**src/pkg/psfr_pkg.sv**
```systemverilog
// shared constants and types for the power and serial format register bank
// Summary of operation
// - writing one to bit 0 of the software reset register resets the device and the bit clears itself, while writing zero does nothing.
// - a software reset returns every register of the map to its power-on default.
// - the page register at address zero selects the page, and these registers answer only while page zero is selected.
// - the awake-select bit keeps the device asleep while zero, its reset value, and wakes it when one.
// - bit 7 of the sleep register picks an external analog rail at zero or the on-chip regulator at one.
// - the two-bit precharge field sets the reference quick-charge time to 3.5, 10, 50 or 100 ms.
// - with broadcast enabled the target address is fixed at 1001100, otherwise it comes from the address pins.
// - the power-down policy turns the core regulator off at once, after a timeout, or after a clean shutdown, and resets to the timeout policy.
// - the hold time field keeps the core regulator on for 30, 25, 10 or 5 ms after shutdown, resetting to 25 ms.
// - the frame format field at bits 7-6 picks TDM, I2S or left-justified framing, resetting to TDM.
// - the word length field at bits 5-4 picks 16, 20, 24 or 32 bits, resetting to 32 bits.
// - bit 3 inverts the frame sync and bit 2 inverts the bit clock relative to the standard protocol.
// - with the launch edge bit set, output data changes on the bit clock edge opposite to the default one.
// - in cycles without data the outputs drive zero when the idle fill bit is zero and float when it is one.
`default_nettype none
package psfr_pkg;
  localparam int DATA_W = 8;
  localparam int ADDR_W = 8;
  localparam int CNT_W  = 21;
  // register offsets on page zero
  localparam logic [7:0] ADDR_PAGE  = 8'h00;
  localparam logic [7:0] ADDR_SOFT  = 8'h01;
  localparam logic [7:0] ADDR_SLEEP = 8'h02;
  localparam logic [7:0] ADDR_SHDN  = 8'h05;
  localparam logic [7:0] ADDR_SER   = 8'h07;
  localparam logic [7:0] PAGE_ZERO  = 8'h00;
  // reset values
  localparam logic [7:0] RST_PAGE  = 8'h00;
  localparam logic [7:0] RST_SLEEP = 8'h00;
  localparam logic [7:0] RST_SHDN  = 8'h05;
  localparam logic [7:0] RST_SER   = 8'h30;
  // writable bits; the rest are read-only zero
  localparam logic [7:0] MASK_SLEEP = 8'hFD;
  localparam logic [7:0] MASK_SHDN  = 8'h3F;
  localparam logic [7:0] MASK_SER   = 8'hFF;
  // field positions
  localparam int SOFT_BIT   = 0;
  localparam int AWAKE_BIT  = 0;
  localparam int BCAST_BIT  = 2;
  localparam int PRECHG_LSB = 3;
  localparam int RAIL_BIT   = 7;
  localparam int HOLD_LSB   = 0;
  localparam int POLICY_LSB = 2;
  localparam int FMT_LSB    = 6;
  localparam int WLEN_LSB   = 4;
  localparam int FSINV_BIT  = 3;
  localparam int BCINV_BIT  = 2;
  localparam int EDGE_BIT   = 1;
  localparam int FILL_BIT   = 0;
  // power-down policy codes
  localparam logic [1:0] POL_OFF_NOW = 2'h0;
  localparam logic [1:0] POL_CLEAN   = 2'h2;
  // addresses
  localparam logic [6:0] BCAST_ADDR    = 7'h4C;
  localparam logic [6:0] PIN_ADDR_BASE = 7'h20; // arbitrary value
  // timing
  localparam int unsigned CLK_HZ      = 10_000_000;
  localparam int unsigned PRECHG_US_0 = 3500;
  localparam int unsigned PRECHG_US_1 = 10000;
  localparam int unsigned PRECHG_US_2 = 50000;
  localparam int unsigned PRECHG_US_3 = 100000;
  localparam int unsigned HOLD_US_0   = 30000;
  localparam int unsigned HOLD_US_1   = 25000;
  localparam int unsigned HOLD_US_2   = 10000;
  localparam int unsigned HOLD_US_3   = 5000;

  function automatic int unsigned us_to_cyc(input int unsigned us);
    us_to_cyc = us * (CLK_HZ / 1_000_000);
  endfunction

  typedef enum logic [1:0] {ST_RUN, ST_HOLD, ST_WAIT_DONE, ST_OFF} psfr_pd_state_t;
endpackage
`default_nettype wire

```
**src/pkg/psfr_tmr_if.sv**
```systemverilog
// handshake between the control logic and a countdown timer
`timescale 1ns/1ps
`default_nettype none
interface psfr_tmr_if;
  logic                       start;
  logic                       abort;
  logic [psfr_pkg::CNT_W-1:0] load;
  logic                       busy;
  logic                       done;
  modport ctrl (output start, output abort, output load, input busy, input done);
  modport tmr  (input start, input abort, input load, output busy, output done);
endinterface
`default_nettype wire

```
**src/design/psfr_timer.sv**
```systemverilog
// countdown timer used for reference precharge and regulator hold
`timescale 1ns/1ps
`default_nettype none
module psfr_timer
(
  input wire logic  clk,
  input wire logic  rst,
  psfr_tmr_if.tmr   t
);
  import psfr_pkg::*;

  logic [CNT_W-1:0] cnt_q;
  logic [CNT_W-1:0] cnt_d;

  // abort wins over start so a reset never leaves a stale count behind
  always_comb
  begin
    cnt_d = cnt_q;
    if (t.abort)
      cnt_d = '0;
    else if (t.start)
      cnt_d = t.load;
    else if (cnt_q != '0)
      cnt_d = cnt_q - CNT_W'(1);
  end

  always_ff @(posedge clk)
  begin
    if (rst)
      cnt_q <= '0;
    else
      cnt_q <= cnt_d;
  end

  assign t.busy = (cnt_q != '0);
  assign t.done = (cnt_q == CNT_W'(1)) && !t.abort && !t.start;
endmodule // psfr_timer
`default_nettype wire

```
**src/design/psfr_regs.sv**
```systemverilog
// page-zero power, shutdown and serial format registers with their control logic
`timescale 1ns/1ps
`default_nettype none
module psfr_regs #(
  parameter int unsigned PRECHG_CYC_0 = psfr_pkg::us_to_cyc(psfr_pkg::PRECHG_US_0),
  parameter int unsigned PRECHG_CYC_1 = psfr_pkg::us_to_cyc(psfr_pkg::PRECHG_US_1),
  parameter int unsigned PRECHG_CYC_2 = psfr_pkg::us_to_cyc(psfr_pkg::PRECHG_US_2),
  parameter int unsigned PRECHG_CYC_3 = psfr_pkg::us_to_cyc(psfr_pkg::PRECHG_US_3),
  parameter int unsigned HOLD_CYC_0   = psfr_pkg::us_to_cyc(psfr_pkg::HOLD_US_0),
  parameter int unsigned HOLD_CYC_1   = psfr_pkg::us_to_cyc(psfr_pkg::HOLD_US_1),
  parameter int unsigned HOLD_CYC_2   = psfr_pkg::us_to_cyc(psfr_pkg::HOLD_US_2),
  parameter int unsigned HOLD_CYC_3   = psfr_pkg::us_to_cyc(psfr_pkg::HOLD_US_3)
) (
  input  wire logic                        REF_CLK,
  input  wire logic                        RESET,
  input  wire logic                        REG_WR,
  input  wire logic                        REG_RD,
  input  wire logic [psfr_pkg::ADDR_W-1:0] REG_ADDR,
  input  wire logic [psfr_pkg::DATA_W-1:0] REG_WDATA,
  output var  logic [psfr_pkg::DATA_W-1:0] REG_RDATA,
  output var  logic                        REG_RVALID,
  output var  logic                        SOFT_RESET_ACTIVE,
  output var  logic                        SLEEP_ACTIVE,
  output var  logic                        ANALOG_RAIL_INTERNAL_EN,
  output var  logic                        PRECHARGE_ACTIVE,
  input  wire logic [1:0]                  ADDR_PINS,
  output var  logic [6:0]                  I2C_TARGET_ADDR,
  input  wire logic                        SHUTDOWN_PIN_N,
  input  wire logic                        SHUTDOWN_DONE,
  output var  logic                        CORE_REG_EN,
  output var  logic [1:0]                  FRAME_FORMAT,
  output var  logic [5:0]                  WORD_LEN_BITS,
  output var  logic                        FSYNC_INVERT,
  output var  logic                        BCLK_INVERT,
  input  wire logic                        BCLK_IN,
  input  wire logic [1:0]                  TX_DATA,
  input  wire logic                        TX_SLOT_ACTIVE,
  output var  logic [1:0]                  SDOUT,
  output var  logic [1:0]                  SDOUT_OEN
);
  import psfr_pkg::*;

  function automatic logic [CNT_W-1:0] pick_cyc(input logic [1:0] code, input int unsigned c0,
                                                input int unsigned c1, input int unsigned c2,
                                                input int unsigned c3);
    case (code)
      2'h0:    pick_cyc = CNT_W'(c0);
      2'h1:    pick_cyc = CNT_W'(c1);
      2'h2:    pick_cyc = CNT_W'(c2);
      default: pick_cyc = CNT_W'(c3);
    endcase
  endfunction

  function automatic logic [5:0] wlen_bits(input logic [1:0] code);
    case (code)
      2'h0:    wlen_bits = 6'h10;
      2'h1:    wlen_bits = 6'h14;
      2'h2:    wlen_bits = 6'h18;
      default: wlen_bits = 6'h20;
    endcase
  endfunction

  logic [7:0] page_q, page_d, sleep_q, sleep_d, shdn_q, shdn_d, ser_q, ser_d;
  logic [7:0] rdata_d;
  logic       soft_q, soft_d, rvalid_d;
  logic [5:0] wlen_d;
  logic       on_page0;

  // register bus: soft reset outranks any write in the same cycle; reads still return the current values
  always_comb
  begin
    on_page0 = (page_q == PAGE_ZERO);
    page_d   = page_q;
    sleep_d  = sleep_q;
    shdn_d   = shdn_q;
    ser_d    = ser_q;
    soft_d   = 1'b0;                                    // self clearing
    rdata_d  = 8'h00;
    rvalid_d = REG_RD;
    if (soft_q)
    begin
      page_d  = RST_PAGE;
      sleep_d = RST_SLEEP;
      shdn_d  = RST_SHDN;
      ser_d   = RST_SER;
    end
    else if (REG_WR)
    begin
      if (REG_ADDR == ADDR_PAGE)
        page_d = REG_WDATA;
      else if (on_page0)
      begin
        case (REG_ADDR)
          ADDR_SOFT:  soft_d  = REG_WDATA[SOFT_BIT];
          ADDR_SLEEP: sleep_d = REG_WDATA & MASK_SLEEP;
          ADDR_SHDN:  shdn_d  = REG_WDATA & MASK_SHDN;
          ADDR_SER:   ser_d   = REG_WDATA & MASK_SER;
          default:    ;
        endcase
      end
    end
    if (REG_RD)
    begin
      if (REG_ADDR == ADDR_PAGE)
        rdata_d = page_q;
      else if (on_page0)
      begin
        case (REG_ADDR)
          ADDR_SLEEP: rdata_d = sleep_q;
          ADDR_SHDN:  rdata_d = shdn_q;
          ADDR_SER:   rdata_d = ser_q;
          default:    rdata_d = 8'h00;                  // soft reset bit reads zero
        endcase
      end
    end
    wlen_d = wlen_bits(ser_d[WLEN_LSB +: 2]);
  end

  always_ff @(posedge REF_CLK)
  begin
    if (RESET)
    begin
      page_q        <= RST_PAGE;
      sleep_q       <= RST_SLEEP;
      shdn_q        <= RST_SHDN;
      ser_q         <= RST_SER;
      soft_q        <= 1'b0;
      REG_RDATA     <= 8'h00;
      REG_RVALID    <= 1'b0;
      WORD_LEN_BITS <= 6'h20;
    end
    else
    begin
      page_q        <= page_d;
      sleep_q       <= sleep_d;
      shdn_q        <= shdn_d;
      ser_q         <= ser_d;
      soft_q        <= soft_d;
      REG_RDATA     <= rdata_d;
      REG_RVALID    <= rvalid_d;
      WORD_LEN_BITS <= wlen_d;
    end
  end

  // configuration bits straight from the register flops
  assign SOFT_RESET_ACTIVE       = soft_q;
  assign ANALOG_RAIL_INTERNAL_EN = sleep_q[RAIL_BIT];
  assign FRAME_FORMAT            = ser_q[FMT_LSB +: 2];
  assign FSYNC_INVERT            = ser_q[FSINV_BIT];
  assign BCLK_INVERT             = ser_q[BCINV_BIT];

  // pin synchronisers; stage one feeds stage two only
  logic [1:0] addr_s1_q, addr_s2_q;
  logic       shdn_s1_q, shdn_s2_q, bclk_s1_q, bclk_s2_q, bclk_s3_q;
  always_ff @(posedge REF_CLK)
  begin
    if (RESET)
    begin
      addr_s1_q <= 2'h0;
      addr_s2_q <= 2'h0;
      shdn_s1_q <= 1'b1;
      shdn_s2_q <= 1'b1;
      bclk_s1_q <= 1'b0;
      bclk_s2_q <= 1'b0;
      bclk_s3_q <= 1'b0;
    end
    else
    begin
      addr_s1_q <= ADDR_PINS;
      addr_s2_q <= addr_s1_q;
      shdn_s1_q <= SHUTDOWN_PIN_N;
      shdn_s2_q <= shdn_s1_q;
      bclk_s1_q <= BCLK_IN;
      bclk_s2_q <= bclk_s1_q;
      bclk_s3_q <= bclk_s2_q;
    end
  end

  // sleep, reference precharge and target address
  psfr_tmr_if pre_if ();
  psfr_tmr_if hold_if ();
  psfr_timer u_pre_tmr  (.clk(REF_CLK), .rst(RESET), .t(pre_if));
  psfr_timer u_hold_tmr (.clk(REF_CLK), .rst(RESET), .t(hold_if));

  logic       awake_dly_q, prechg_d, sleep_d_out;
  logic [6:0] addr_d;
  assign pre_if.start = sleep_q[AWAKE_BIT] && !awake_dly_q;
  assign pre_if.abort = !sleep_q[AWAKE_BIT] || soft_q;
  assign pre_if.load  = pick_cyc(sleep_q[PRECHG_LSB +: 2], PRECHG_CYC_0, PRECHG_CYC_1,
                                 PRECHG_CYC_2, PRECHG_CYC_3);
  always_comb
  begin
    sleep_d_out = !sleep_d[AWAKE_BIT];
    prechg_d    = PRECHARGE_ACTIVE;
    if (pre_if.abort)
      prechg_d = 1'b0;
    else if (pre_if.start)
      prechg_d = 1'b1;
    else if (pre_if.done)
      prechg_d = 1'b0;
    addr_d = sleep_q[BCAST_BIT] ? BCAST_ADDR : {PIN_ADDR_BASE[6:2], addr_s2_q};
  end

  always_ff @(posedge REF_CLK)
  begin
    if (RESET)
    begin
      awake_dly_q      <= 1'b0;
      SLEEP_ACTIVE     <= 1'b1;
      PRECHARGE_ACTIVE <= 1'b0;
      I2C_TARGET_ADDR  <= {PIN_ADDR_BASE[6:2], 2'h0};
    end
    else
    begin
      awake_dly_q      <= sleep_q[AWAKE_BIT];
      SLEEP_ACTIVE     <= sleep_d_out;
      PRECHARGE_ACTIVE <= prechg_d;
      I2C_TARGET_ADDR  <= addr_d;
    end
  end

  // core regulator keep-alive after the shutdown pin asserts
  psfr_pd_state_t st_q, st_d;
  logic           shdn_on, core_d;
  logic [1:0]     policy;
  assign shdn_on       = !shdn_s2_q;
  assign policy        = shdn_q[POLICY_LSB +: 2];
  assign hold_if.start = (st_q == ST_RUN) && shdn_on && !soft_q &&
                         (policy != POL_OFF_NOW) && (policy != POL_CLEAN);
  assign hold_if.abort = !shdn_on || soft_q;
  assign hold_if.load  = pick_cyc(shdn_q[HOLD_LSB +: 2], HOLD_CYC_0, HOLD_CYC_1,
                                  HOLD_CYC_2, HOLD_CYC_3);
  always_comb
  begin
    st_d = st_q;
    if (soft_q || !shdn_on)
      st_d = ST_RUN;
    else
    begin
      case (st_q)
        ST_RUN:
        begin
          if (policy == POL_OFF_NOW)
            st_d = ST_OFF;
          else if (policy == POL_CLEAN)
            st_d = ST_WAIT_DONE;
          else
            st_d = ST_HOLD;        // reserved code behaves as the timeout policy
        end
        ST_HOLD:      if (hold_if.done) st_d = ST_OFF;
        ST_WAIT_DONE: if (SHUTDOWN_DONE) st_d = ST_OFF;
        ST_OFF:       st_d = ST_OFF;
        default:      st_d = ST_RUN;
      endcase
    end
    core_d = (st_d != ST_OFF);
  end

  always_ff @(posedge REF_CLK)
  begin
    if (RESET)
    begin
      st_q        <= ST_RUN;
      CORE_REG_EN <= 1'b1;
    end
    else
    begin
      st_q        <= st_d;
      CORE_REG_EN <= core_d;
    end
  end

  // data pin stage; launch edge follows the clock polarity and the launch bit
  logic       launch;
  logic [1:0] sd_d, oen_d;
  assign launch = (ser_q[BCINV_BIT] ^ ser_q[EDGE_BIT]) ? (bclk_s2_q && !bclk_s3_q)
                                                       : (!bclk_s2_q && bclk_s3_q);
  always_comb
  begin
    sd_d  = SDOUT;
    oen_d = SDOUT_OEN;
    if (launch)
    begin
      sd_d  = TX_SLOT_ACTIVE ? TX_DATA : 2'h0;
      oen_d = TX_SLOT_ACTIVE ? 2'h0 : {2{ser_q[FILL_BIT]}};
    end
  end

  always_ff @(posedge REF_CLK)
  begin
    if (RESET)
    begin
      SDOUT     <= 2'h0;
      SDOUT_OEN <= 2'h3;
    end
    else
    begin
      SDOUT     <= sd_d;
      SDOUT_OEN <= oen_d;
    end
  end
endmodule // psfr_regs
`default_nettype wire

```
**config.mk**
```make
export PLATFORM = sky130hd
export DESIGN_NAME = psfr_regs
export DESIGN_NICKNAME = d
export VERILOG_FILES = /design/src/pkg/psfr_pkg.sv /design/src/pkg/psfr_tmr_if.sv /design/src/design/psfr_timer.sv /design/src/design/psfr_regs.sv
export SDC_FILE = /design/constraint.sdc
export NUM_CORES = 1
export LEC_CHECK = 0
export BUFFER_PORTS_ARGS = -buffer_cell sky130_fd_sc_hd__buf_2
export CORE_ASPECT_RATIO = 0.9
export CORE_MARGIN = 5
export CORE_UTILIZATION = 56
export CTS_CLUSTER_DIAMETER = 80
export DETAILED_ROUTE_END_ITERATION = 8
export PLACE_DENSITY = 0.77
export SLEW_MARGIN = 10
export SYNTH_ARGS = -nofsm -noshare
export SYNTH_HDL_FRONTEND = slang
export SYNTH_HIERARCHICAL = 1
export SYNTH_SLANG_ARGS = --single-unit
```
**constraint.sdc**
```tcl
create_clock -name REF_CLK -period 5.2 [get_ports REF_CLK]
set_input_delay 1.04 -clock REF_CLK [delete_from_list [all_inputs] [get_ports REF_CLK]]
set_output_delay 1.04 -clock REF_CLK [all_outputs]
set_load 0.005 [all_outputs]
```
==> results of run 1 <==
## final timing paths
kind	from	end	slack [ps]	cells past startpoint
worst min-delay path	shdn_s1_q	shdn_s2_q	430	1
worst min register to register	shdn_s1_q	shdn_s2_q	430	1
worst max register to register	sleep_q[0]	u_pre_tmr/cnt_q[17]	2410	6
worst max-delay path	sleep_q[0]	u_pre_tmr/cnt_q[17]	2410	6
## where the power goes
part | total [W] | leakage (nW) | switching, W | internal (W)
Combinational | 0.000257 | 1.45 | 0.000145 | 0.000112
Sequential | 0.000842 | 0.865 | 0.00000980 | 0.000832
Clock | 0.000484 | 0.0901 | 0.000301 | 0.000183
## placed cells by master, fill, tap and decap left out, types with 11 or more instances in the layout
cell,n
buf_2,59
nor2_1,52
mux2i_1,20
a21oi_1,27
nor3_1,28
xnor2_1,22
nor2b_1,11
dfxtp_1,107
nand2_1,60
nand3_1,14
o21ai_0,34
o21ai_1,11
inv_1,20
conb_1,17
or2_2,12
ha_1,11
## sequential cells by signal, summed over array words and instances (netlist names), 2 cells and up
name and count:
addr_s1_q 2, u_pre_tmr/cnt_q 21, I2C_TARGET_ADDR 4, ser_q 8, st_q 2, sleep_q 7
shdn_q 6, addr_s2_q 2, u_hold_tmr/cnt_q 21, REG_RDATA 8, SDOUT 2, WORD_LEN_BITS 4
page_q 8
## through the flow
stage          worst slack (ps)  hold WS (ps)  utilization (%)
3_3_place_gp               2200           391             60.7
2_1_floorplan              2690           389                -
6_report                   2410           431             62.7
4_1_cts                    2500           437             62.7
3_5_place_dp               2120           408             60.7
5_1_grt                    2170           468             62.7
## worst register-to-register path, stage by stage (launching register included)
cell      delay (ps)
dfxtp_1          400
nor2b_1          580
clkinv_1         450
nor2_1           740
nand2_1          170
and3_1           220
nor3_1           160
## layout make-up
| cell class | count | area, um2 | area share [%] |
|---|---|---|---|
| inverters | 23 | 86.3 | 1.53 |
| flip-flops and latches | 107 | 2140 | 38.0 |
| repair buffers | 61 | 310 | 5.50 |
| multi-input cells | 443 | 2770 | 49.1 |
| clock inverters | 6 | 56.3 | 0.998 |
| clock buffers | 9 | 124 | 2.20 |
| well taps | 122 | 153 | 2.71 |
## per-layer routing
| layer | GRT usage (%) | vias up |
|---|---|---|
| li1 | - | 2167 |
| met1 | 27.0 | 2016 |
| met2 | 35.8 | 143 |
| met3 | 4.68 | 19 |
| met4 | 5.87 | 0 |
| met5 | 0 | - |
==> impl_metrics.ini, run 1 <==
[logic_synthesis]
syn-cell-area_mm2 = 0.00510
avgSynthCellArea_um2 = 8.64
syn-instance-count = 591
ys_warn_count = 6

[sta]
fin_skew_ps = 18.8
slew_headroom_pct = 45.0
worst_slew_pin_slew_ps = 822
max_freq_ghz = 0.358
period_share_pct = 53.7
tns_ps = 0
hold_viol = 0
min_period_ps = 2790
drv_slew = 0
setup_violations = 0
rsz0062_at_grt = no

[die]
chipWidth_um = 111
initial_core_util_pct = 56.7
io-pin-count = 63
core_area_mm2 = 0.00900
rows = 33
die_area_mm2 = 0.0111
fp.dieH_um = 101

[setup_path]
arrival_ps = 3090
cp_slowest_cell = nor2_1
cp_cell_sequence = nor2b_1 > clkinv_1 > nor2_1 > nand2_1 > and3_1 > nor3_1
path_buf_inv = 1
cp_slowest_stage_delay_ps = 740
worstPathMaxFanout = 14
required_ps = 5500
path_delay_family = simple AND/OR/NAND/NOR gates
crit_type = reg -> reg
cp-end-kind = register
start_kind = register

[route]
dr_wl_met2_um = 5590
antenna_left = 0
top_layer_used = met4
drt_iter0_markers = 281
wl_per_cell_um = 15.3
num_vias = 4345
drc_errors = 0
vias_per_cell = 5.64
routed-wl-met3_um = 681
first_pass_iters = 8
wl_met1_um = 5300
drt_wl_total_um = 11800

[global_routing]
grt_max_degree = 27
grt_overflow = 0
antenna_found_initial = 0
grt_first_pass_wirelength_um = 19400
grt_pass1_vias = 4119
track_usage_pct = 21.0

[pwr]
power_leakage_nw = 2.41
power.ir.vdd_worst_mv = 0.222
power.total_w = 0.00158
p_per_area_mw_per_mm2 = 280

[placed_design]
dp_hpwl_um = 8580
placedCellCount = 756
port_buffers = 59
dpl_cell_area_mm2 = 0.00546
place_congestion = 0.863

[layout]
antenna_cells = 0
drive_gt1_share_pct = 16.8
nNetsFinal = 684
finalNonFillerCells = 771
design_area_mm2 = 0.00564
synthToLayoutAreaGrowth_pct = 10.6
fillCellCount = 818

[flow_run]
max-cap-violations = 0

[clock_tree]
post-cts-setup-buffers = 0
clock_path_buffers = 2
clk_pin_slew_ps = 110
cts-hold-fix-buffers = 0
clk_latency_ps = 380
cts_resized = 0
h-tree-depth = 3
cts_buffers = 9
cts_tree = yes
root_buffer = clkbuf_8
clock-sinks = 107

[worst_hold_path]
hold_path.class = reg -> reg

[status]
status = finished clean
Power figures use the tool's default switching activity.
==> inputs of run 2 (changes only) <==
--- a/config.mk
+++ b/config.mk
@@ -8,10 +8,10 @@
 export BUFFER_PORTS_ARGS = -buffer_cell sky130_fd_sc_hd__buf_2
 export CORE_ASPECT_RATIO = 0.9
 export CORE_MARGIN = 5
-export CORE_UTILIZATION = 56
+export CORE_UTILIZATION = 52
 export CTS_CLUSTER_DIAMETER = 80
 export DETAILED_ROUTE_END_ITERATION = 8
-export PLACE_DENSITY = 0.77
+export PLACE_DENSITY = 0.75
 export SLEW_MARGIN = 10
 export SYNTH_ARGS = -nofsm -noshare
 export SYNTH_HDL_FRONTEND = slang
==> constraint.sdc (replaced) <==
create_clock -name REF_CLK -period 2.44 [get_ports REF_CLK]
set_input_delay 0.488 -clock REF_CLK [delete_from_list [all_inputs] [get_ports REF_CLK]]
set_output_delay 0.488 -clock REF_CLK [all_outputs]
set_load 0.005 [all_outputs]
==> impl_metrics.ini, run 2 (synthesis results as in run 1) <==
[route]
antenna_left = 0
vias_per_cell = 5.63
drc_errors = 0
first_pass_iters = 5
drt_iter0_markers = 285
wl_per_cell_um = 15.5
num_vias = 4479
drt_wl_total_um = 12400

[setup_path]
arrival_ps = 2550
worstPathMaxFanout = 6
cp_cell_sequence = or4_1 > or3b_1 > a2111oi_4 > xnor2_1 > a21oi_1
path_delay_family = simple AND/OR/NAND/NOR gates
required_ps = 2690
start_kind = register
cp_slowest_cell = or4_1
cp-end-kind = register
path_buf_inv = 0
cp_slowest_stage_delay_ps = 660
crit_type = reg -> reg
rrSetupSlack_ps = 140

[placed_design]
place_congestion = 0.909
placedCellCount = 780
port_buffers = 59
dp_hpwl_um = 9090

[die]
initial_core_util_pct = 53.1
rows = 34
die_area_mm2 = 0.0119
chipWidth_um = 114
io-pin-count = 63
core_area_mm2 = 0.00961
fp.dieH_um = 104

[sta]
worst_slew_pin_slew_ps = 585
hold_viol = 0
setup_violations = 0
slew_headroom_pct = 60.9
tns_ps = 0
max_freq_ghz = 0.435
fin_skew_ps = 18.9
period_share_pct = 94.2
rsz0062_at_grt = no
min_period_ps = 2300
drv_slew = 0

[clock_tree]
cts_tree = yes
cts_buffers = 9
clock_path_buffers = 2
root_buffer = clkbuf_8
clk_pin_slew_ps = 110
clk_latency_ps = 370
clock-sinks = 107
h-tree-depth = 3

[layout]
mostFrequentLayoutCells = dfxtp_1, nand2_1, buf_2
synthToLayoutAreaGrowth_pct = 14.0
fillCellCount = 871
drive_gt1_share_pct = 19.6
final_common_cell = dfxtp_1
finalNonFillerCells = 796
nNetsFinal = 704
largestRegisters = u_hold_tmr/cnt_q x21, u_pre_tmr/cnt_q x21
antenna_cells = 0

[global_routing]
grt_max_degree = 21
track_usage_pct = 20.8
grt_first_pass_wirelength_um = 20700
antenna_found_initial = 0
grt_pass1_vias = 4462
grt_overflow = 0

[pwr]
p_per_area_mw_per_mm2 = 590
power.ir.vdd_worst_mv = 0.360
power_leakage_nw = 2.52

[flow_run]
max-cap-violations = 0

[status]
status = finished clean

[worst_hold_path]
hold_path.class = in -> reg
-- run 2: cell count changes in the layout (fill, tap and decap cells not counted), sizes merged --
cell	before	now
inv	25	24
clkinv	3	5
buf	61	81
-- run 2: path summary, 6_finish.rpt --
kind / from / to / cells after the start
setup / recovery: u_hold_tmr/cnt_q[8] / u_hold_tmr/cnt_q[18] / 5
hold / removal: SHUTDOWN_PIN_N / shdn_s1_q / 2
setup reg to reg: u_hold_tmr/cnt_q[8] / u_hold_tmr/cnt_q[18] / 5
hold reg to reg: shdn_s1_q / shdn_s2_q / 1
-- run 2: where the power goes --
group	leakage [nW]	internal [W]	switching (W)
clock	0.0964	0.000398	0.000649
sequential	0.865	0.00177	0.0000224
combinational	1.55	0.000264	0.000329
total	2.52	0.00243	0.00100
-- run 2: routing by layer --
metal	vias up	track usage, %	wire length [um]	share of wire, %
met5	-	0	0	0
met4	0	6.70	208	1.7
met3	18	4.77	752	6.1
met2	182	35.1	6040	49
met1	2075	26.0	5350	43
li1	2204	-	-	-
-- run 2: per-stage QoR --
stage	total power [W]	hold WS, ps	setup slack (ps)	area, um2	util, %
after CTS	0.00345	281	163	5810	60.4
after detailed placement	0.00241	397	164	5620	58.4
after global routing	0.00361	255	5.28	5820	60.5
after global placement	0.00239	394	292	5620	58.4
final	0.00343	297	140	5820	60.5
after floorplan	0.00229	389	318	5160	-
-- run 2: final cells by class --
class	count	area, um2	share of cell area (%)
clock buffers	9	124	2.13
clock inverters	7	68.8	1.18
inverters	23	86.3	1.48
multi-input cells	443	2780	47.8
flip-flops and latches	107	2140	36.8
well taps	126	158	2.71
repair buffers	81	460	7.92
-- run 2: timing repair --
action,in CTS,in global routing
hold buffers,0,0
hold endpoints to repair,0,0
buffers inserted,0,0
setup endpoints to repair,0,7
resized for setup,0,1
